## config.mk

```make
export PLATFORM = sky130hd
export DESIGN_NAME = updsc_top
export DESIGN_NICKNAME = d
export VERILOG_FILES = /design/src/rtl/updsc_pkg.sv /design/src/rtl/updsc_pin_swap.sv /design/src/rtl/updsc_top.sv
export SDC_FILE = /design/constraint.sdc
export NUM_CORES = 1
export LEC_CHECK = 0
export BUFFER_PORTS_ARGS = -buffer_cell sky130_fd_sc_hd__buf_2
export CORE_MARGIN = 2
export CORE_UTILIZATION = 46
export DETAILED_ROUTE_END_ITERATION = 10
export GPL_TIMING_DRIVEN = 0
export PLACE_DENSITY = 0.79
export SYNTH_ARGS = -nofsm -noshare
export SYNTH_HDL_FRONTEND = slang
export SYNTH_SLANG_ARGS = --single-unit
```

## constraint.sdc

```tcl
create_clock -name aclk -period 1.85 [get_ports aclk]
set_input_delay 0.37 -clock aclk [delete_from_list [all_inputs] [get_ports aclk]]
set_output_delay 0.37 -clock aclk [all_outputs]
set_load 0.005 [all_outputs]
```

## src/rtl/updsc_pkg.sv

```systemverilog
// Shared constants and types of the port drive and data pin swap settings bank.
// Assumes a single 100 MHz clock domain and an AXI4-Lite register slave.
package updsc_pkg;

   // Register indices; each register sits in one aligned word at four times its index.
   localparam logic [7:0] UPDSC_UP_IDX = 8'hEF;
   localparam logic [7:0] UPDSC_DN_IDX = 8'hF0;
   localparam logic [7:0] UPDSC_SW_IDX = 8'hF1;

   // Byte addresses derived from the indices.
   localparam logic [11:0] UPDSC_UP_ADDR = {2'h0, UPDSC_UP_IDX, 2'h0};
   localparam logic [11:0] UPDSC_DN_ADDR = {2'h0, UPDSC_DN_IDX, 2'h0};
   localparam logic [11:0] UPDSC_SW_ADDR = {2'h0, UPDSC_SW_IDX, 2'h0};

   // Implemented bits of each register; all other bits are reserved.
   localparam logic [7:0] UPDSC_UP_MASK = 8'h03;
   localparam logic [7:0] UPDSC_DN_MASK = 8'h3C;
   localparam logic [7:0] UPDSC_SW_MASK = 8'h0D;

   // Field positions.
   localparam int UPDSC_UP_LSB = 0;
   localparam int UPDSC_P2_LSB = 2;
   localparam int UPDSC_P3_LSB = 4;
   localparam int UPDSC_SW_P0 = 0;
   localparam int UPDSC_SW_P2 = 2;
   localparam int UPDSC_SW_P3 = 3;

   // Reset values of the three registers.
   localparam logic [7:0] UPDSC_UP_RST = 8'h00;
   localparam logic [7:0] UPDSC_DN_RST = 8'h00;
   localparam logic [7:0] UPDSC_SW_RST = 8'h00;

   // Bus response codes.
   localparam logic [1:0] UPDSC_RESP_OKAY = 2'h0;
   localparam logic [1:0] UPDSC_RESP_SLVERR = 2'h2;

   // Register selection codes produced by the address decoder.
   localparam logic [1:0] UPDSC_SEL_UP = 2'h0;
   localparam logic [1:0] UPDSC_SEL_DN = 2'h1;
   localparam logic [1:0] UPDSC_SEL_SW = 2'h2;
   localparam logic [1:0] UPDSC_SEL_NONE = 2'h3;

   // Number of ports with a swappable data pin pair.
   localparam int UPDSC_NPORT = 3;

   // Drive boost level of one port transceiver.
   typedef enum logic [1:0] {
      UPDSC_BOOST_NONE = 2'h0,
      UPDSC_BOOST_LOW = 2'h1,
      UPDSC_BOOST_MED = 2'h2,
      UPDSC_BOOST_HIGH = 2'h3
   } updsc_boost_type;

endpackage

```

## src/rtl/updsc_pin_swap.sv

```systemverilog
// One port's data pin role multiplexer with synchronised pin inputs.
// Assumes transceiver signals are on aclk and the pins come from outside the domain.
module updsc_pin_swap (
   input wire logic aclk,
   input wire logic aresetn,
   input wire logic swap,
   input wire logic xcvr_dp_out,
   input wire logic xcvr_dm_out,
   input wire logic xcvr_oe_n,
   output logic xcvr_dp_in,
   output logic xcvr_dm_in,
   input wire logic pin_dp_i,
   input wire logic pin_dm_i,
   output logic pin_dp_o,
   output logic pin_dm_o,
   output logic pin_dp_oe_n,
   output logic pin_dm_oe_n
);
   import updsc_pkg::*;

   logic dp_meta_r;
   logic dm_meta_r;
   logic dp_sync_r;
   logic dm_sync_r;

   // Two-stage synchronisers; only the second stage is looked at.
   always_ff @(posedge aclk) begin
      if (!aresetn) begin
         dp_meta_r <= 1'b0;
         dm_meta_r <= 1'b0;
         dp_sync_r <= 1'b0;
         dm_sync_r <= 1'b0;
      end else begin
         dp_meta_r <= pin_dp_i;
         dm_meta_r <= pin_dm_i;
         dp_sync_r <= dp_meta_r;
         dm_sync_r <= dm_meta_r;
      end
   end

   // Outbound path: with swap set the positive line leaves on the DM pin.
   // Registering it costs a cycle but keeps the pins glitch free while swap changes.
   always_ff @(posedge aclk) begin
      if (!aresetn) begin
         pin_dp_o <= 1'b0;
         pin_dm_o <= 1'b0;
         pin_dp_oe_n <= 1'b1;
         pin_dm_oe_n <= 1'b1;
      end else begin
         pin_dp_o <= swap ? xcvr_dm_out : xcvr_dp_out; // [RULE_06]
         pin_dm_o <= swap ? xcvr_dp_out : xcvr_dm_out; // [RULE_06]
         pin_dp_oe_n <= xcvr_oe_n;
         pin_dm_oe_n <= xcvr_oe_n;
      end
   end

   // Inbound path mirrors the outbound routing.
   always_ff @(posedge aclk) begin
      if (!aresetn) begin
         xcvr_dp_in <= 1'b0;
         xcvr_dm_in <= 1'b0;
      end else begin
         xcvr_dp_in <= swap ? dm_sync_r : dp_sync_r; // [RULE_06]
         xcvr_dm_in <= swap ? dp_sync_r : dm_sync_r; // [RULE_06]
      end
   end

   // The edge that releases reset still loads reset values, so it starts no check.
   swap_out_a: assert property (@(posedge aclk) disable iff (!aresetn) // [RULE_06]
      aresetn |=> (pin_dp_o == ($past(swap) ? $past(xcvr_dm_out) : $past(xcvr_dp_out))))
      else $error("DP pin output does not follow the swap setting.");

   swap_in_a: assert property (@(posedge aclk) disable iff (!aresetn) // [RULE_06]
      aresetn |=> (xcvr_dp_in == ($past(swap) ? $past(dm_sync_r) : $past(dp_sync_r))))
      else $error("Positive line input does not follow the swap setting.");

endmodule

```

## src/rtl/updsc_top.sv

```systemverilog
// Port drive boost and data pin swap settings bank behind an AXI4-Lite slave.
// Assumes one 100 MHz clock, synchronous active-low reset, and a single
// outstanding read and write from the bus master.
//
// Overview of operation
// RULE_01: Upstream boost field bits 1:0 sets upstream drive.
// RULE_02: Downstream register bits 5:4 set port 3 drive.
// RULE_03: Downstream register bits 3:2 set port 2 drive.
// RULE_04: Software should keep boost fields at no boost.
// RULE_05: Pin swap applies to upstream and downstream ports.
// RULE_06: Swap bit one exchanges positive and negative pins.
// RULE_07: Swap bits 3, 2, 0 control ports 3, 2, 0.
// RULE_08: Reserved bits ignored on write, read as zero.
module updsc_top #(
   parameter int AXI_AW = 12
) (
   input wire logic aclk,
   input wire logic aresetn,
   input wire logic [AXI_AW-1:0] s_axi_awaddr,
   input wire logic s_axi_awvalid,
   output logic s_axi_awready,
   input wire logic [31:0] s_axi_wdata,
   input wire logic [3:0] s_axi_wstrb,
   input wire logic s_axi_wvalid,
   output logic s_axi_wready,
   output logic [1:0] s_axi_bresp,
   output logic s_axi_bvalid,
   input wire logic s_axi_bready,
   input wire logic [AXI_AW-1:0] s_axi_araddr,
   input wire logic s_axi_arvalid,
   output logic s_axi_arready,
   output logic [31:0] s_axi_rdata,
   output logic [1:0] s_axi_rresp,
   output logic s_axi_rvalid,
   input wire logic s_axi_rready,
   output updsc_pkg::updsc_boost_type upstream_drive_level,
   output updsc_pkg::updsc_boost_type port2_drive_level,
   output updsc_pkg::updsc_boost_type port3_drive_level,
   output logic [3:0] pin_role_swap_bits,
   input wire logic [updsc_pkg::UPDSC_NPORT-1:0] xcvr_dp_out,
   input wire logic [updsc_pkg::UPDSC_NPORT-1:0] xcvr_dm_out,
   input wire logic [updsc_pkg::UPDSC_NPORT-1:0] xcvr_oe_n,
   output logic [updsc_pkg::UPDSC_NPORT-1:0] xcvr_dp_in,
   output logic [updsc_pkg::UPDSC_NPORT-1:0] xcvr_dm_in,
   input wire logic [updsc_pkg::UPDSC_NPORT-1:0] pin_dp_i,
   input wire logic [updsc_pkg::UPDSC_NPORT-1:0] pin_dm_i,
   output logic [updsc_pkg::UPDSC_NPORT-1:0] pin_dp_o,
   output logic [updsc_pkg::UPDSC_NPORT-1:0] pin_dm_o,
   output logic [updsc_pkg::UPDSC_NPORT-1:0] pin_dp_oe_n,
   output logic [updsc_pkg::UPDSC_NPORT-1:0] pin_dm_oe_n
);
   import updsc_pkg::*;

   // The decoder needs ten address bits to reach the highest register.
   // The width is refused at elaboration, before any logic is built around it.
   if (AXI_AW < 10 || AXI_AW > 32) begin : g_bad_aw
      $error("AXI_AW must lie between 10 and 32.");
   end

   // Map a byte address onto a register selection; the two low bits are ignored
   // because every register occupies one aligned word.
   function automatic logic [1:0] reg_sel(input logic [31:0] a);
      logic [1:0] s;
      s = UPDSC_SEL_NONE;
      if (a[31:2] == 30'(UPDSC_UP_IDX)) begin
         s = UPDSC_SEL_UP;
      end else if (a[31:2] == 30'(UPDSC_DN_IDX)) begin
         s = UPDSC_SEL_DN;
      end else if (a[31:2] == 30'(UPDSC_SW_IDX)) begin
         s = UPDSC_SEL_SW;
      end
      return s;
   endfunction

   // Write channel state.
   logic aw_got_r;
   logic w_got_r;
   logic [AXI_AW-1:0] awaddr_r;
   logic [31:0] wdata_r;
   logic [3:0] wstrb_r;
   logic aw_take;
   logic w_take;
   logic wr_fire;
   logic [1:0] wr_sel;
   logic [7:0] wr_byte;
   logic wr_lane;

   // Settings registers; only implemented bits are stored.
   logic [1:0] up_lvl_r;
   logic [1:0] p2_lvl_r;
   logic [1:0] p3_lvl_r;
   logic [3:0] swap_r;

   // Read channel state.
   logic ar_take;
   logic [1:0] rd_sel;
   logic [7:0] rd_byte;

   // Handshake terms and the effective write address and data, taken either
   // from the held copy or straight from the bus in the cycle of acceptance.
   assign aw_take = s_axi_awvalid && s_axi_awready;
   assign w_take = s_axi_wvalid && s_axi_wready;
   assign wr_fire = (aw_got_r || aw_take) && (w_got_r || w_take) && !s_axi_bvalid;
   assign wr_sel = reg_sel(32'(aw_got_r ? awaddr_r : s_axi_awaddr));
   assign wr_byte = w_got_r ? wdata_r[7:0] : s_axi_wdata[7:0];
   assign wr_lane = w_got_r ? wstrb_r[0] : s_axi_wstrb[0];

   // Write address channel; ready drops once an address is held and returns
   // only after the response has been taken.
   always_ff @(posedge aclk) begin
      if (!aresetn) begin
         aw_got_r <= 1'b0;
         awaddr_r <= '0;
         s_axi_awready <= 1'b1;
      end else if (s_axi_bvalid && s_axi_bready) begin
         s_axi_awready <= 1'b1;
      end else begin
         if (aw_take) begin
            awaddr_r <= s_axi_awaddr;
            s_axi_awready <= 1'b0;
         end
         aw_got_r <= wr_fire ? 1'b0 : (aw_got_r || aw_take);
      end
   end

   // Write data channel, independent of the address so either may come first.
   always_ff @(posedge aclk) begin
      if (!aresetn) begin
         w_got_r <= 1'b0;
         wdata_r <= '0;
         wstrb_r <= '0;
         s_axi_wready <= 1'b1;
      end else if (s_axi_bvalid && s_axi_bready) begin
         s_axi_wready <= 1'b1;
      end else begin
         if (w_take) begin
            wdata_r <= s_axi_wdata;
            wstrb_r <= s_axi_wstrb;
            s_axi_wready <= 1'b0;
         end
         w_got_r <= wr_fire ? 1'b0 : (w_got_r || w_take);
      end
   end

   // Write response; an address outside the bank is refused with SLVERR.
   always_ff @(posedge aclk) begin
      if (!aresetn) begin
         s_axi_bvalid <= 1'b0;
         s_axi_bresp <= UPDSC_RESP_OKAY;
      end else if (wr_fire) begin
         s_axi_bvalid <= 1'b1;
         s_axi_bresp <= (wr_sel == UPDSC_SEL_NONE) ? UPDSC_RESP_SLVERR : UPDSC_RESP_OKAY;
      end else if (s_axi_bready) begin
         s_axi_bvalid <= 1'b0;
      end
   end

   // Settings storage. Only byte lane 0 carries data; reserved bits are
   // dropped so that later use of them cannot be disturbed by stale writes.
   always_ff @(posedge aclk) begin
      if (!aresetn) begin
         up_lvl_r <= UPDSC_UP_RST[UPDSC_UP_LSB +: 2];
         p2_lvl_r <= UPDSC_DN_RST[UPDSC_P2_LSB +: 2];
         p3_lvl_r <= UPDSC_DN_RST[UPDSC_P3_LSB +: 2];
         swap_r <= UPDSC_SW_RST[3:0] & UPDSC_SW_MASK[3:0];
      end else if (wr_fire && wr_lane) begin
         case (wr_sel)
            UPDSC_SEL_UP: begin
               up_lvl_r <= wr_byte[UPDSC_UP_LSB +: 2]; // [RULE_01]
            end
            UPDSC_SEL_DN: begin
               p3_lvl_r <= wr_byte[UPDSC_P3_LSB +: 2]; // [RULE_02]
               p2_lvl_r <= wr_byte[UPDSC_P2_LSB +: 2]; // [RULE_03]
            end
            UPDSC_SEL_SW: begin
               swap_r <= wr_byte[3:0] & UPDSC_SW_MASK[3:0]; // [RULE_07] [RULE_08]
            end
            default: begin
            end
         endcase
      end
   end

   // Settings drive the transceivers directly from their flip-flops.
   always_comb begin
      upstream_drive_level = updsc_boost_type'(up_lvl_r); // [RULE_01]
      port2_drive_level = updsc_boost_type'(p2_lvl_r); // [RULE_03]
      port3_drive_level = updsc_boost_type'(p3_lvl_r); // [RULE_02]
      pin_role_swap_bits = swap_r;
   end

   // Read data assembly; reserved and upper bits read as zero.
   assign rd_sel = reg_sel(32'(s_axi_araddr));
   always_comb begin
      rd_byte = 8'h00;
      case (rd_sel)
         UPDSC_SEL_UP: rd_byte = {6'h00, up_lvl_r}; // [RULE_08]
         UPDSC_SEL_DN: rd_byte = {2'h0, p3_lvl_r, p2_lvl_r, 2'h0}; // [RULE_08]
         UPDSC_SEL_SW: rd_byte = {4'h0, swap_r}; // [RULE_08]
         default: rd_byte = 8'h00;
      endcase
   end

   // Read channel: the answer is registered one cycle after the address.
   assign ar_take = s_axi_arvalid && s_axi_arready;
   always_ff @(posedge aclk) begin
      if (!aresetn) begin
         s_axi_arready <= 1'b1;
         s_axi_rvalid <= 1'b0;
         s_axi_rdata <= 32'h00000000;
         s_axi_rresp <= UPDSC_RESP_OKAY;
      end else if (ar_take) begin
         s_axi_arready <= 1'b0;
         s_axi_rvalid <= 1'b1;
         s_axi_rdata <= {24'h000000, rd_byte};
         s_axi_rresp <= (rd_sel == UPDSC_SEL_NONE) ? UPDSC_RESP_SLVERR : UPDSC_RESP_OKAY;
      end else if (s_axi_rvalid && s_axi_rready) begin
         s_axi_arready <= 1'b1;
         s_axi_rvalid <= 1'b0;
      end
   end

   // One pin multiplexer per swappable port: index 0 is the upstream port,
   // indices 1 and 2 are downstream ports 2 and 3.
   localparam int SWAP_BIT [UPDSC_NPORT] = '{UPDSC_SW_P0, UPDSC_SW_P2, UPDSC_SW_P3};
   for (genvar i = 0; i < UPDSC_NPORT; i++) begin : g_port
      updsc_pin_swap u_swap (
         .aclk(aclk),
         .aresetn(aresetn),
         .swap(swap_r[SWAP_BIT[i]]), // [RULE_05] [RULE_07]
         .xcvr_dp_out(xcvr_dp_out[i]),
         .xcvr_dm_out(xcvr_dm_out[i]),
         .xcvr_oe_n(xcvr_oe_n[i]),
         .xcvr_dp_in(xcvr_dp_in[i]),
         .xcvr_dm_in(xcvr_dm_in[i]),
         .pin_dp_i(pin_dp_i[i]),
         .pin_dm_i(pin_dm_i[i]),
         .pin_dp_o(pin_dp_o[i]),
         .pin_dm_o(pin_dm_o[i]),
         .pin_dp_oe_n(pin_dp_oe_n[i]),
         .pin_dm_oe_n(pin_dm_oe_n[i])
      );
   end

   // Helper terms for the checks below.
   logic up_wr;
   logic dn_wr;
   logic sw_wr;
   assign up_wr = wr_fire && wr_lane && (wr_sel == UPDSC_SEL_UP);
   assign dn_wr = wr_fire && wr_lane && (wr_sel == UPDSC_SEL_DN);
   assign sw_wr = wr_fire && wr_lane && (wr_sel == UPDSC_SEL_SW);

   up_boost_a: assert property (@(posedge aclk) disable iff (!aresetn) // [RULE_01]
      up_wr |=> ({6'h00, upstream_drive_level} == ($past(wr_byte) & UPDSC_UP_MASK)))
      else $error("Upstream drive level not taken from bits 1:0.");

   p3_boost_a: assert property (@(posedge aclk) disable iff (!aresetn) // [RULE_02]
      dn_wr |=> ({2'h0, port3_drive_level, 4'h0} == ($past(wr_byte) & 8'h30)))
      else $error("Port 3 drive level not taken from bits 5:4.");

   p2_boost_a: assert property (@(posedge aclk) disable iff (!aresetn) // [RULE_03]
      dn_wr |=> ({4'h0, port2_drive_level, 2'h0} == ($past(wr_byte) & 8'h0C)))
      else $error("Port 2 drive level not taken from bits 3:2.");

   swap_mask_a: assert property (@(posedge aclk) disable iff (!aresetn) // [RULE_07]
      sw_wr |=> ({4'h0, pin_role_swap_bits} == ($past(wr_byte) & UPDSC_SW_MASK)))
      else $error("Swap mask does not keep exactly bits 3, 2 and 0.");

   rsvd_read_a: assert property (@(posedge aclk) disable iff (!aresetn) // [RULE_08]
      ar_take && (rd_sel == UPDSC_SEL_UP) |=> (s_axi_rdata == {30'h0, $past(up_lvl_r)}))
      else $error("Upstream register reads nonzero reserved bits.");

   hold_cfg_a: assert property (@(posedge aclk) disable iff (!aresetn) // [RULE_08]
      !(up_wr || dn_wr || sw_wr) |=> $stable({up_lvl_r, p2_lvl_r, p3_lvl_r, swap_r}))
      else $error("Settings changed without a write.");

   port_map_a: assert property (@(posedge aclk) disable iff (!aresetn) // [RULE_05]
      swap_r[UPDSC_SW_P3] && $stable(swap_r) |=> (pin_dp_o[2] == $past(xcvr_dm_out[2])))
      else $error("Port 3 pins not swapped by bit 3.");

   // The response comes one cycle after the write lands, with both channels closed.
   wr_resp_a: assert property (@(posedge aclk) disable iff (!aresetn)
      wr_fire |=> s_axi_bvalid && !s_axi_awready && !s_axi_wready)
      else $error("Write response did not follow the write.");

   rd_resp_a: assert property (@(posedge aclk) disable iff (!aresetn)
      ar_take |=> s_axi_rvalid && !s_axi_arready)
      else $error("Read answer did not follow the address.");

endmodule

```

### Word level (Yosys, flattened, before mapping)

Index checks and enable logic that the tools add are counted.

| cells by class | value |
|---|---|
| reductions and logical operators | 21 |
| equal/unequal tests | 12 |
| muxes and demuxes | 32 |
| bitwise operators | 2 |

Operator list:

| kind | count |
|---|---|
| $eq 10x8->1 const B | 6 |
| $mux 1 | 23 |
| $pmux 6 s3 | 1 |
| $mux 12 | 1 |
| $mux 2 | 6 |
| $reduce_and 2->1 | 5 |
| $eq 2x2->1 const B | 4 |
| $logic_and 1x1->1 | 8 |
| $mux 6 | 1 |
| $eq 2x1->1 const B | 2 |
| $logic_not 2->1 | 2 |
| $reduce_bool 2->1 | 2 |
| $logic_or 1x1->1 | 2 |
| $not 1->1 | 2 |
| $reduce_or 2->1 | 1 |
| $logic_not 1->1 | 1 |

| storage, ports and cells | value |
|---|---|
| register bits | 74 |
| input port bits | 82 |
| output and inout port bits | 69 |
| logic and storage cells | 111 |

### Logic depth before layout (Yosys ltp)

Gate-level depths: netlist of the first run.

| logic depth | value |
|---|---|
| depth in word-level cells | 7 |
| depth in mapped cells | 5 |
| gate-level depth less buffers | 4 |

### By module

A second synthesis of the first run with hierarchy kept.

| unflattened totals | value |
|---|---|
| cell total of the unflattened synthesis | 302 |
| area total of the unflattened synthesis | 3026.7 um2 |

By module, submodules not included:

| module | instances | area each (um2) | cells each |
|---|---|---|---|
| updsc_top | 1 | 2140.8 | 230 |
| updsc_pin_swap | 3 | 295.3 | 24 |

### Worst setup path before layout of the first run

Ideal clock, no wire load.

| path | value |
|---|---|
| kind | input -> register |
| from | input s_axi_araddr[11] |
| to | register s_axi_rdata[1] |
| path slack | 0.516 ns |
| library setup time | 0.070 ns |
| arrival time | 1.263 ns |
| stages | 4 |
| cells stage by stage | nor4bb_1 nand2_1 or3_1 a21oi_1 |

| on the way | value |
|---|---|
| word-level cells in the longest chain between the ends | 6 |
| elaborated cells between the ends (all ways) | 10 |
| classes of those cells | 5 x eq/ne; 4 x mux; 1 x reduce/logical |

RTL lines:

| item | line | RTL |
|---|---|---|
| start: declaration | updsc_top.sv:29 | `input wire logic [AXI_AW-1:0] s_axi_araddr,` |
| $eq 10x8->1 | updsc_top.sv:69 | `end else if (a[31:2] == 30'(UPDSC_SW_IDX)) begin` |
| $mux 1 | updsc_top.sv:69 |  |
| $mux 2 | updsc_top.sv:67 | `end else if (a[31:2] == 30'(UPDSC_DN_IDX)) begin` |
| $mux 2 (*) | updsc_top.sv:65 | `if (a[31:2] == 30'(UPDSC_UP_IDX)) begin` |
| $eq 2x2->1, or another cell as far along | updsc_top.sv:196 | `case (rd_sel)` |
| $pmux 6 s3 (*) | updsc_top.sv:196 |  |
| end signal: assignment | updsc_top.sv:215 | `s_axi_rdata <= {24'h000000, rd_byte};` |
| end: declaration | updsc_top.sv:32 | `output logic [31:0] s_axi_rdata,` |

Mark *: on every way between the ends. The rest lies on a longest branch, timed or not.
A chain may end at the register's enable or synchronous reset.

### Final worst setup path of the first run

| path | value |
|---|---|
| from | input aresetn |
| to | register s_axi_rdata[4] |

RTL lines:

| item | line | RTL |
|---|---|---|
| start: declaration | updsc_top.sv:18 | `input wire logic aresetn,` |

No word-level cell between the ends.

==> report_table.html, run 1 <==
<table>
<tr><th>Metric</th><th>Value</th></tr>
<tr><th colspan="2">Detailed routing</th></tr>
<tr><td>Post-detailed-route count of antenna-violating nets</td><td>0</td></tr>
<tr><td>Initial drt markers</td><td>110</td></tr>
<tr><td>Routed vias</td><td>2409</td></tr>
<tr><td>Via density per instance</td><td>4.59</td></tr>
<tr><td>Total DRC errors in the routed layout</td><td>13</td></tr>
<tr><td>DR WL/cell</td><td>12.1 um</td></tr>
<tr><td>Detailed-routing iteration count for the pre-antenna-repair pass</td><td>7</td></tr>
<tr><td>Total routed wirelength</td><td>6370 um</td></tr>
<tr><th colspan="2">CTS</th></tr>
<tr><td>Number of setup buffers added after CTS</td><td>0</td></tr>
<tr><td>Clock insertion delay at the later pin of the skew report</td><td>0.33 ns</td></tr>
<tr><td>Sink Count</td><td>68</td></tr>
<tr><td>Clock slew seen by the registers of the worst setup and hold paths</td><td>0.07 ns</td></tr>
<tr><td>Clock buffer depth</td><td>2</td></tr>
<tr><td>Number of buffers created by CTS</td><td>9</td></tr>
<tr><td>Hold buffer count at CTS</td><td>0</td></tr>
<tr><td>Clock tree from TritonCTS</td><td>done</td></tr>
<tr><td>Max H-tree Level</td><td>3</td></tr>
<tr><td>CTS Root Cell</td><td>clkbuf_8</td></tr>
<tr><td>Resize count post-CTS</td><td>0</td></tr>
<tr><th colspan="2">Synth</th></tr>
<tr><td>Top post-synthesis cells by area</td><td>dfxtp_1 (44%), mux2i_1 (13%), buf_4 (12%)</td></tr>
<tr><td>Library cells used by synthesis</td><td>42</td></tr>
<tr><td>Post-synth top flop</td><td>dfxtp_1</td></tr>
<tr><td>Number of cells produced by synthesis</td><td>317</td></tr>
<tr><td>Top cells by count, synth</td><td>dfxtp_1 (68), buf_4 (51), mux2i_1 (40)</td></tr>
<tr><td>FFs w/ async S/R, synth</td><td>0%</td></tr>
<tr><td>Cell type with the largest total area after synthesis</td><td>dfxtp_1</td></tr>
<tr><td>Number of synthesized register bits</td><td>68</td></tr>
<tr><td>Synth Area per Inst</td><td>9.73 sq um</td></tr>
<tr><td>Post-synthesis sequential area ratio</td><td>44.1%</td></tr>
<tr><td>Dominant cell by count in the synthesized netlist</td><td>dfxtp_1</td></tr>
<tr><td>Number of flops mapped to enable cells by yosys</td><td>0</td></tr>
<tr><td>Share of Yosys cell area claimed by the top area cell type</td><td>44.1%</td></tr>
<tr><td>Yosys Warn Count</td><td>0</td></tr>
<tr><td>Post-Syn Area</td><td>3090 sq um</td></tr>
<tr><th colspan="2">STA</th></tr>
<tr><td># setup viols final</td><td>0</td></tr>
<tr><td>Number of hold-slack violations in the final timing report</td><td>0</td></tr>
<tr><td>Skew final</td><td>0.00789 ns</td></tr>
<tr><td>Count of final max-slew check failures</td><td>0</td></tr>
<tr><td>Post-route fraction of the period consumed by the critical path</td><td>78.9%</td></tr>
<tr><td>Unrepaired setup endpoints after global routing</td><td>no</td></tr>
<tr><td>Post-layout minimum cycle time</td><td>1.46 ns</td></tr>
<tr><td>Achievable clock frequency</td><td>685 MHz</td></tr>
<tr><td>Slew of the pin with the lowest slew margin</td><td>0.568 ns</td></tr>
<tr><td>Worst slew margin</td><td>62.1%</td></tr>
<tr><td>Setup TNS Final</td><td>0 ns</td></tr>
<tr><th colspan="2">Cells and area</th></tr>
<tr><td>Layout Utilization</td><td>61.1%</td></tr>
<tr><td>Post-layout instance count excluding filler cells</td><td>525</td></tr>
<tr><td>Layout filler cell count</td><td>539</td></tr>
<tr><td>Proportion of layout cells with a drive suffix above 1</td><td>39.3%</td></tr>
<tr><td>Ant diodes</td><td>0</td></tr>
<tr><td>Layout overhead on the synthesized area</td><td>27.1%</td></tr>
<tr><td>Total Nets Final</td><td>525</td></tr>
<tr><th colspan="2">Placed design</th></tr>
<tr><td>IO Port Bufs</td><td>87</td></tr>
<tr><td>HPWL after DPL</td><td>4960 um</td></tr>
<tr><td>Post-placement cell count</td><td>509</td></tr>
<tr><td>Final RePlAce weighted congestion</td><td>0.779</td></tr>
<tr><th colspan="2">Global route</th></tr>
<tr><td>Wire length of the first global-routing pass</td><td>10200 um</td></tr>
<tr><td>Largest net degree at the start of global routing</td><td>14</td></tr>
<tr><td>All-layer global routing usage</td><td>17.8%</td></tr>
<tr><td>Vias in the first global route</td><td>2225</td></tr>
<tr><td>GRT Residual Overflow</td><td>0</td></tr>
<tr><td>Antenna violations before repair</td><td>0</td></tr>
<tr><th colspan="2">Worst setup path</th></tr>
<tr><td>Count of buffer and inverter cells on the critical path</td><td>4</td></tr>
<tr><td>Worst path top cell family by delay</td><td>buffers and inverters</td></tr>
<tr><td>CP endpoint kind</td><td>flip-flop</td></tr>
<tr><td>WP data required</td><td>2.05 ns</td></tr>
<tr><td>Biggest fanout along the worst timing path</td><td>10</td></tr>
<tr><td>Kind of critical path</td><td>input port to flip-flop</td></tr>
<tr><td>Slowest cell on the critical path</td><td>buf_1</td></tr>
<tr><td>Cell-by-cell trace of the critical path</td><td>buf_2, inv_1, clkbuf_1, buf_1, nor2_1</td></tr>
<tr><td>Delay of the slowest cell on the worst path</td><td>0.51 ns</td></tr>
<tr><td>Kind of start point of the critical path</td><td>input port</td></tr>
<tr><td>Arrival time at the worst endpoint</td><td>1.66 ns</td></tr>
<tr><th colspan="2">Die</th></tr>
<tr><td>Die footprint</td><td>7380 sq um</td></tr>
<tr><td>Core area</td><td>6420 sq um</td></tr>
<tr><td>Initial Utilization</td><td>48.0%</td></tr>
<tr><td>Width of the chip</td><td>85.9 um</td></tr>
<tr><td>Site Rows</td><td>29</td></tr>
<tr><td>Die Y</td><td>85.9 um</td></tr>
<tr><td>Top-level I/O count</td><td>151</td></tr>
<tr><th colspan="2">Power</th></tr>
<tr><td>Power density normalized to cell area</td><td>818 nW/um^2</td></tr>
<tr><td>Static power due to leakage</td><td>1.92 nW</td></tr>
<tr><td>Max VDD drop</td><td>0.000543 V</td></tr>
<tr><th colspan="2">Status</th></tr>
<tr><td>Violated checks</td><td>design-rule violations</td></tr>
<tr><td>Run status</td><td>finished, violations left</td></tr>
<tr><th colspan="2">Job</th></tr>
<tr><td>Max_cap viols</td><td>0</td></tr>
<tr><th colspan="2">Worst hold path</th></tr>
<tr><td>Worst Hold Class</td><td>input port to flip-flop</td></tr>
</table>
[registers in the layout (all words and copies together) (netlist names), 2 cells and up]
signal,count
awaddr_r,10
s_axi_rdata,6
wdata_r,6
g_port.u_swap.dm_meta_r,3
g_port.u_swap.dm_sync_r,3
g_port.u_swap.dp_meta_r,3
g_port.u_swap.dp_sync_r,3
g_port.u_swap.pin_dm_o,3
g_port.u_swap.pin_dp_o,3
g_port.u_swap.pin_dp_oe_n,3
g_port.u_swap.xcvr_dm_in,3
g_port.u_swap.xcvr_dp_in,3
pin_role_swap_bits,3
port2_drive_level,2
port3_drive_level,2
upstream_drive_level,2
[worst register-to-register path, cell delays in order, from the launching register on]
cell	delay, ns
dfxtp_1	0.48
nand2_1	0.15
and3_1	0.23
buf_2	0.22
mux2i_1	0.20
nor2_1	0.05
[cells in the final DEF, fill, tap and decap left out, types with 5 or more instances in the layout]
cell type / count
buf_2: 89
dfxtp_1: 68
buf_4: 51
mux2i_1: 40
nor2_1: 38
conb_1: 29
nand2_1: 22
and2_1: 13
a21oi_1: 9
clkbuf_8: 9
clkbuf_1: 8
mux2_2: 7
inv_1: 6
nand2b_1: 5
[path summary, 6_finish.rpt]
kind	startpoint	to	slack, ns	cells past startpoint
min	xcvr_oe_n[0]	g_port[0].u_swap.pin_dp_oe_n	0.21	2
max reg2reg	s_axi_bvalid	awaddr_r[4]	0.39	5
max	aresetn	s_axi_rdata[4]	0.39	5
min reg2reg	g_port[2].u_swap.dp_meta_r	g_port[2].u_swap.dp_sync_r	0.44	1
[report_power, final]
part | internal [W] | switching (W)
logic | 0.000230 | 0.000202
registers | 0.00153 | 0.0000398
clock network | 0.000626 | 0.000575
total | 0.00239 | 0.000817
[final cells by class]
type,instances,area [sq um],share of cell area (%)
clock buffer,9,124,3.16
clock inverter,7,75.1,1.91
tap,77,96.3,2.46
sequential,68,1360,34.7
timing repair buffer,87,435,11.1
multi-input combinational,207,1370,34.8
inverter,6,22.5,0.574
buffer,64,442,11.3
[cell families after synthesis]
| logic type | Yosys count | share of synthesized area (%) |
|---|---|---|
| other | 1 | 0.122 |
| muxes | 47 | 15.5 |
| DFF | 68 | 44.1 |
| AOI/OAI and AO/OA | 28 | 7.34 |
| buffers and inverters | 70 | 15.0 |
| and+or+nand+nor | 103 | 17.8 |
[metrics by stage]
stage | setup WS, ns | area [sq um] | hold WS [ns] | power, W
3_3_place_gp | 0.0666 | 3720 | 0.415 | 0.00202
3_5_place_dp | 0.0171 | 3720 | 0.417 | 0.00204
2_1_floorplan | 0.516 | 3190 | 0.412 | 0.00189
6_report | 0.390 | 3920 | 0.212 | 0.00321
5_1_grt | 0.258 | 3920 | 0.216 | 0.00336
4_1_cts | 0.376 | 3920 | 0.201 | 0.00323
[layer usage]
layer | wire, um | vias to the layer above | GRT usage (%)
met5 | 0 | - | 0
met4 | 83 | 0 | 8.08
met3 | 426 | 7 | 3.27
met2 | 3020 | 90 | 29.6
met1 | 2830 | 1063 | 22.3
li1 | - | 1249 | -
(Power assumes the default switching activity.)
==> run 2, diff against run 1 <==
- ABC_AREA: default -> 1
- CORE_UTILIZATION: 46 -> 42
- PLACE_DENSITY: 0.79 -> 0.75
- clock period: 1.85 -> 1.18 ns (I/O delays scaled with it)
==> run 2 against run 1 <==
Net effect: the run ends with negative setup slack left; flip-flop and latch count unchanged; sequential power up 61%; final cell count up 30%; core utilization down 2.8 points; non-clock buffer count up 8; total power up 78%; clock-buffer cell count up 1; synthesized area up 5.1%; combinational power up 150%; largest cell class unchanged.
==> report_table.html, run 2 <==
<table>
<tr><th>Metric</th><th>Value</th></tr>
<tr><th colspan="2">Status</th></tr>
<tr><td>Run status</td><td>finished, violations left</td></tr>
<tr><td>Violated checks</td><td>negative setup slack</td></tr>
<tr><th colspan="2">Synth</th></tr>
<tr><td>Yosys Warn Count</td><td>0</td></tr>
<tr><td>Number of flops mapped to enable cells by yosys</td><td>0</td></tr>
<tr><td>Cell type with the largest total area after synthesis</td><td>dfxtp_1</td></tr>
<tr><td>Post-Syn Area</td><td>3240 sq um</td></tr>
<tr><td>Dominant cell by count in the synthesized netlist</td><td>nand2_1</td></tr>
<tr><td>Number of synthesized register bits</td><td>68</td></tr>
<tr><td>Share of Yosys cell area claimed by the top area cell type</td><td>42.0%</td></tr>
<tr><td>Top cells by count, synth</td><td>nand2_1 (74), nor2_1 (69), dfxtp_1 (68)</td></tr>
<tr><td>Synth Area per Inst</td><td>7.37 sq um</td></tr>
<tr><td>Library cells used by synthesis</td><td>29</td></tr>
<tr><td>Number of cells produced by synthesis</td><td>440</td></tr>
<tr><td>FFs w/ async S/R, synth</td><td>0%</td></tr>
<tr><td>Post-synth top flop</td><td>dfxtp_1</td></tr>
<tr><td>Post-synthesis sequential area ratio</td><td>42.0%</td></tr>
<tr><td>Top post-synthesis cells by area</td><td>dfxtp_1 (42%), buf_4 (12%), nand2_1 (8.6%)</td></tr>
<tr><th colspan="2">Job</th></tr>
<tr><td>Max_cap viols</td><td>0</td></tr>
<tr><th colspan="2">Cells and area</th></tr>
<tr><td>Ant diodes</td><td>0</td></tr>
<tr><td>Layout Utilization</td><td>58.2%</td></tr>
<tr><td>Most common cell after layout, fill and taps aside</td><td>buf_2</td></tr>
<tr><td>Total Nets Final</td><td>659</td></tr>
<tr><td>Post-layout instance area</td><td>4430 sq um</td></tr>
<tr><td>Flip-flop count of the largest register, all copies and words added</td><td>10</td></tr>
<tr><td>Layout filler cell count</td><td>702</td></tr>
<tr><td>Most flop-heavy register</td><td>awaddr_r</td></tr>
<tr><td>Proportion of layout cells with a drive suffix above 1</td><td>40.2%</td></tr>
<tr><td>Commonest cells after routing, fill and taps aside</td><td>buf_2 (87), nand2_1 (63), dfxtp_1 (62)</td></tr>
<tr><td>Registers with the most flip-flops</td><td>awaddr_r x10, s_axi_rdata x6, wdata_r x6</td></tr>
<tr><td>Layout overhead on the synthesized area</td><td>36.5%</td></tr>
<tr><th colspan="2">CTS</th></tr>
<tr><td>Clock buffer depth</td><td>2</td></tr>
<tr><td>Clock insertion delay at the later pin of the skew report</td><td>0.35 ns</td></tr>
<tr><td>Clock tree from TritonCTS</td><td>done</td></tr>
<tr><td>Number of buffers created by CTS</td><td>9</td></tr>
<tr><td>Sink Count</td><td>68</td></tr>
<tr><td>Clock slew seen by the registers of the worst setup and hold paths</td><td>0.07 ns</td></tr>
<tr><td>Max H-tree Level</td><td>3</td></tr>
<tr><td>CTS Root Cell</td><td>clkbuf_8</td></tr>
<tr><th colspan="2">Power</th></tr>
<tr><td>Max VDD drop</td><td>0.000564 V</td></tr>
<tr><td>Total Power</td><td>0.00569 W</td></tr>
<tr><td>Power density normalized to cell area</td><td>1290 nW/um^2</td></tr>
<tr><td>Static power due to leakage</td><td>2.28 nW</td></tr>
<tr><th colspan="2">Detailed routing</th></tr>
<tr><td>Total DRC errors in the routed layout</td><td>0</td></tr>
<tr><td>Routed vias</td><td>3073</td></tr>
<tr><td>Via density per instance</td><td>4.49</td></tr>
<tr><td>Total routed wirelength</td><td>8040 um</td></tr>
<tr><td>Post-detailed-route count of antenna-violating nets</td><td>0</td></tr>
<tr><td>Initial drt markers</td><td>142</td></tr>
<tr><td>Detailed-routing iteration count for the pre-antenna-repair pass</td><td>4</td></tr>
<tr><td>DR WL/cell</td><td>11.8 um</td></tr>
<tr><th colspan="2">Die</th></tr>
<tr><td>Top-level I/O count</td><td>151</td></tr>
<tr><td>Site Rows</td><td>32</td></tr>
<tr><td>Die footprint</td><td>8440 sq um</td></tr>
<tr><td>Die Y</td><td>91.9 um</td></tr>
<tr><td>Core area</td><td>7610 sq um</td></tr>
<tr><td>Initial Utilization</td><td>42.6%</td></tr>
<tr><td>Width of the chip</td><td>91.9 um</td></tr>
<tr><th colspan="2">Placed design</th></tr>
<tr><td>HPWL after DPL</td><td>5650 um</td></tr>
<tr><td>Worst slack, placed</td><td>-0.342 ns</td></tr>
<tr><td>Final RePlAce weighted congestion</td><td>0.812</td></tr>
<tr><td>Placed Area</td><td>3920 sq um</td></tr>
<tr><td>IO Port Bufs</td><td>88</td></tr>
<tr><th colspan="2">STA</th></tr>
<tr><td>Count of final max-slew check failures</td><td>0</td></tr>
<tr><td>Number of hold-slack violations in the final timing report</td><td>0</td></tr>
<tr><td>Post-layout minimum cycle time</td><td>1.45 ns</td></tr>
<tr><td>Setup TNS Final</td><td>-2.46 ns</td></tr>
<tr><td># setup viols final</td><td>11</td></tr>
<tr><td>Achievable clock frequency</td><td>689 MHz</td></tr>
<tr><td>Skew final</td><td>0.00623 ns</td></tr>
<tr><td>Setup WS post-layout</td><td>-0.271 ns</td></tr>
<tr><td>Unrepaired setup endpoints after global routing</td><td>yes</td></tr>
<tr><td>Post-route fraction of the period consumed by the critical path</td><td>123%</td></tr>
<tr><th colspan="2">Global route</th></tr>
<tr><td>GRT Residual Overflow</td><td>0</td></tr>
<tr><td>Wire length of the first global-routing pass</td><td>12500 um</td></tr>
<tr><td>All-layer global routing usage</td><td>18.6%</td></tr>
<tr><td>Largest net degree at the start of global routing</td><td>14</td></tr>
<tr><td>Antenna violations before repair</td><td>0</td></tr>
<tr><td>Vias in the first global route</td><td>2867</td></tr>
<tr><th colspan="2">Worst setup path</th></tr>
<tr><td>WP data required</td><td>1.42 ns</td></tr>
<tr><td>Kind of critical path</td><td>flip-flop to flip-flop</td></tr>
<tr><td>Kind of start point of the critical path</td><td>flip-flop</td></tr>
<tr><td>Biggest fanout along the worst timing path</td><td>5</td></tr>
<tr><td>Arrival time at the worst endpoint</td><td>1.69 ns</td></tr>
<tr><td>CP endpoint kind</td><td>flip-flop</td></tr>
<tr><th colspan="2">Worst hold path</th></tr>
<tr><td>Worst Hold Class</td><td>input port to flip-flop</td></tr>
</table>
[run 2: cell types whose count changed after synthesis, sizes merged, moves of 14 or more]
cell / previous run / this run
a21oi: 10 / 24
inv: 6 / 45
mux2i: 40 / 2
nand2: 22 / 84
nor2: 38 / 77
o21ai: 4 / 39
[run 2: repair_timing]
item | CTS | global route
pin swaps | 11 | 14
gates resized for setup | 26 | 39
gates cloned | 1 | 2
buffers inserted | 5 | 6
hold buffers | 0 | 0
setup endpoints to repair | 35 | 29
[run 2: worst max-delay path, stage by stage, from the launching register on]
cell	delay [ns]
dfxtp_4	0.38
inv_8	0.05
buf_12	0.13
nor2_2	0.06
nand2_1	0.06
nand2_2	0.12
nand3_1	0.15
nor2_4	0.19
nand3_1	0.09
nand2_1	0.07
nor2_1	0.04
[run 2: per-stage QoR]
stage	hold slack [ns]	instances
floorplan	0.334	468
global placement	0.394	658
detailed placement	0.396	658
CTS	0.0534	679
global route	0.0639	684
finish	0.0665	684
[run 2: worst paths after layout]
| check | from | to | slack [ns] | depth (start not counted) |
|---|---|---|---|---|
| max reg2reg | aw_got_r | upstream_drive_level[1] | -0.27 | 10 |
| min | pin_dp_i[1] | g_port[1].u_swap.dp_meta_r | 0.07 | 3 |
| min reg2reg | g_port[2].u_swap.dp_meta_r | g_port[2].u_swap.dp_sync_r | 0.41 | 2 |
| max | aw_got_r | upstream_drive_level[1] | -0.27 | 10 |
[run 2: cell type report]
class                      instances  area (sq um)  area share, %
buffer                            58           430           9.72
tap                              102           128           2.88
clock inverter                     6          88.8           2.01
sequential                        68          1380           31.1
inverter                          45           186           4.21
multi-input combinational        293          1500           33.9
clock buffer                      10           128           2.88
timing repair inverter             1          5.00          0.113
timing repair buffer             101           584           13.2
[run 2: routing by layer]
layer / vias to the layer above / GRT usage [%] / share of wire [%]
met5: - / 0 / 0
li1: 1577 / - / -
met1: 1386 / 21.6 / 41
met2: 97 / 32.4 / 51
met4: 0 / 9.70 / 2.5
met3: 13 / 3.37 / 5.3
[run 2: power by group]
part | total (W) | switching [W] | internal [W]
Clock | 0.00210 | 0.000908 | 0.00119
Combinational | 0.00107 | 0.000590 | 0.000482
Sequential | 0.00252 | 0.0000831 | 0.00244
Total | 0.00569 | 0.00158 | 0.00411
[run 2: cell families (layout without fill, tap and decap cells)]
| family | count (synthesis) | count (layout) | share of synthesized area, % |
|---|---|---|---|
| AND/OR/NAND/NOR | 198 | 198 | 28.3 |
| AO/OA/AOI/OAI | 64 | 64 | 9.95 |
| flip-flops | 68 | 68 | 42.0 |
| other | 1 | 29 | 0.116 |
| buffers and inverters | 107 | 221 | 19.0 |
| multiplexers | 2 | 2 | 0.617 |
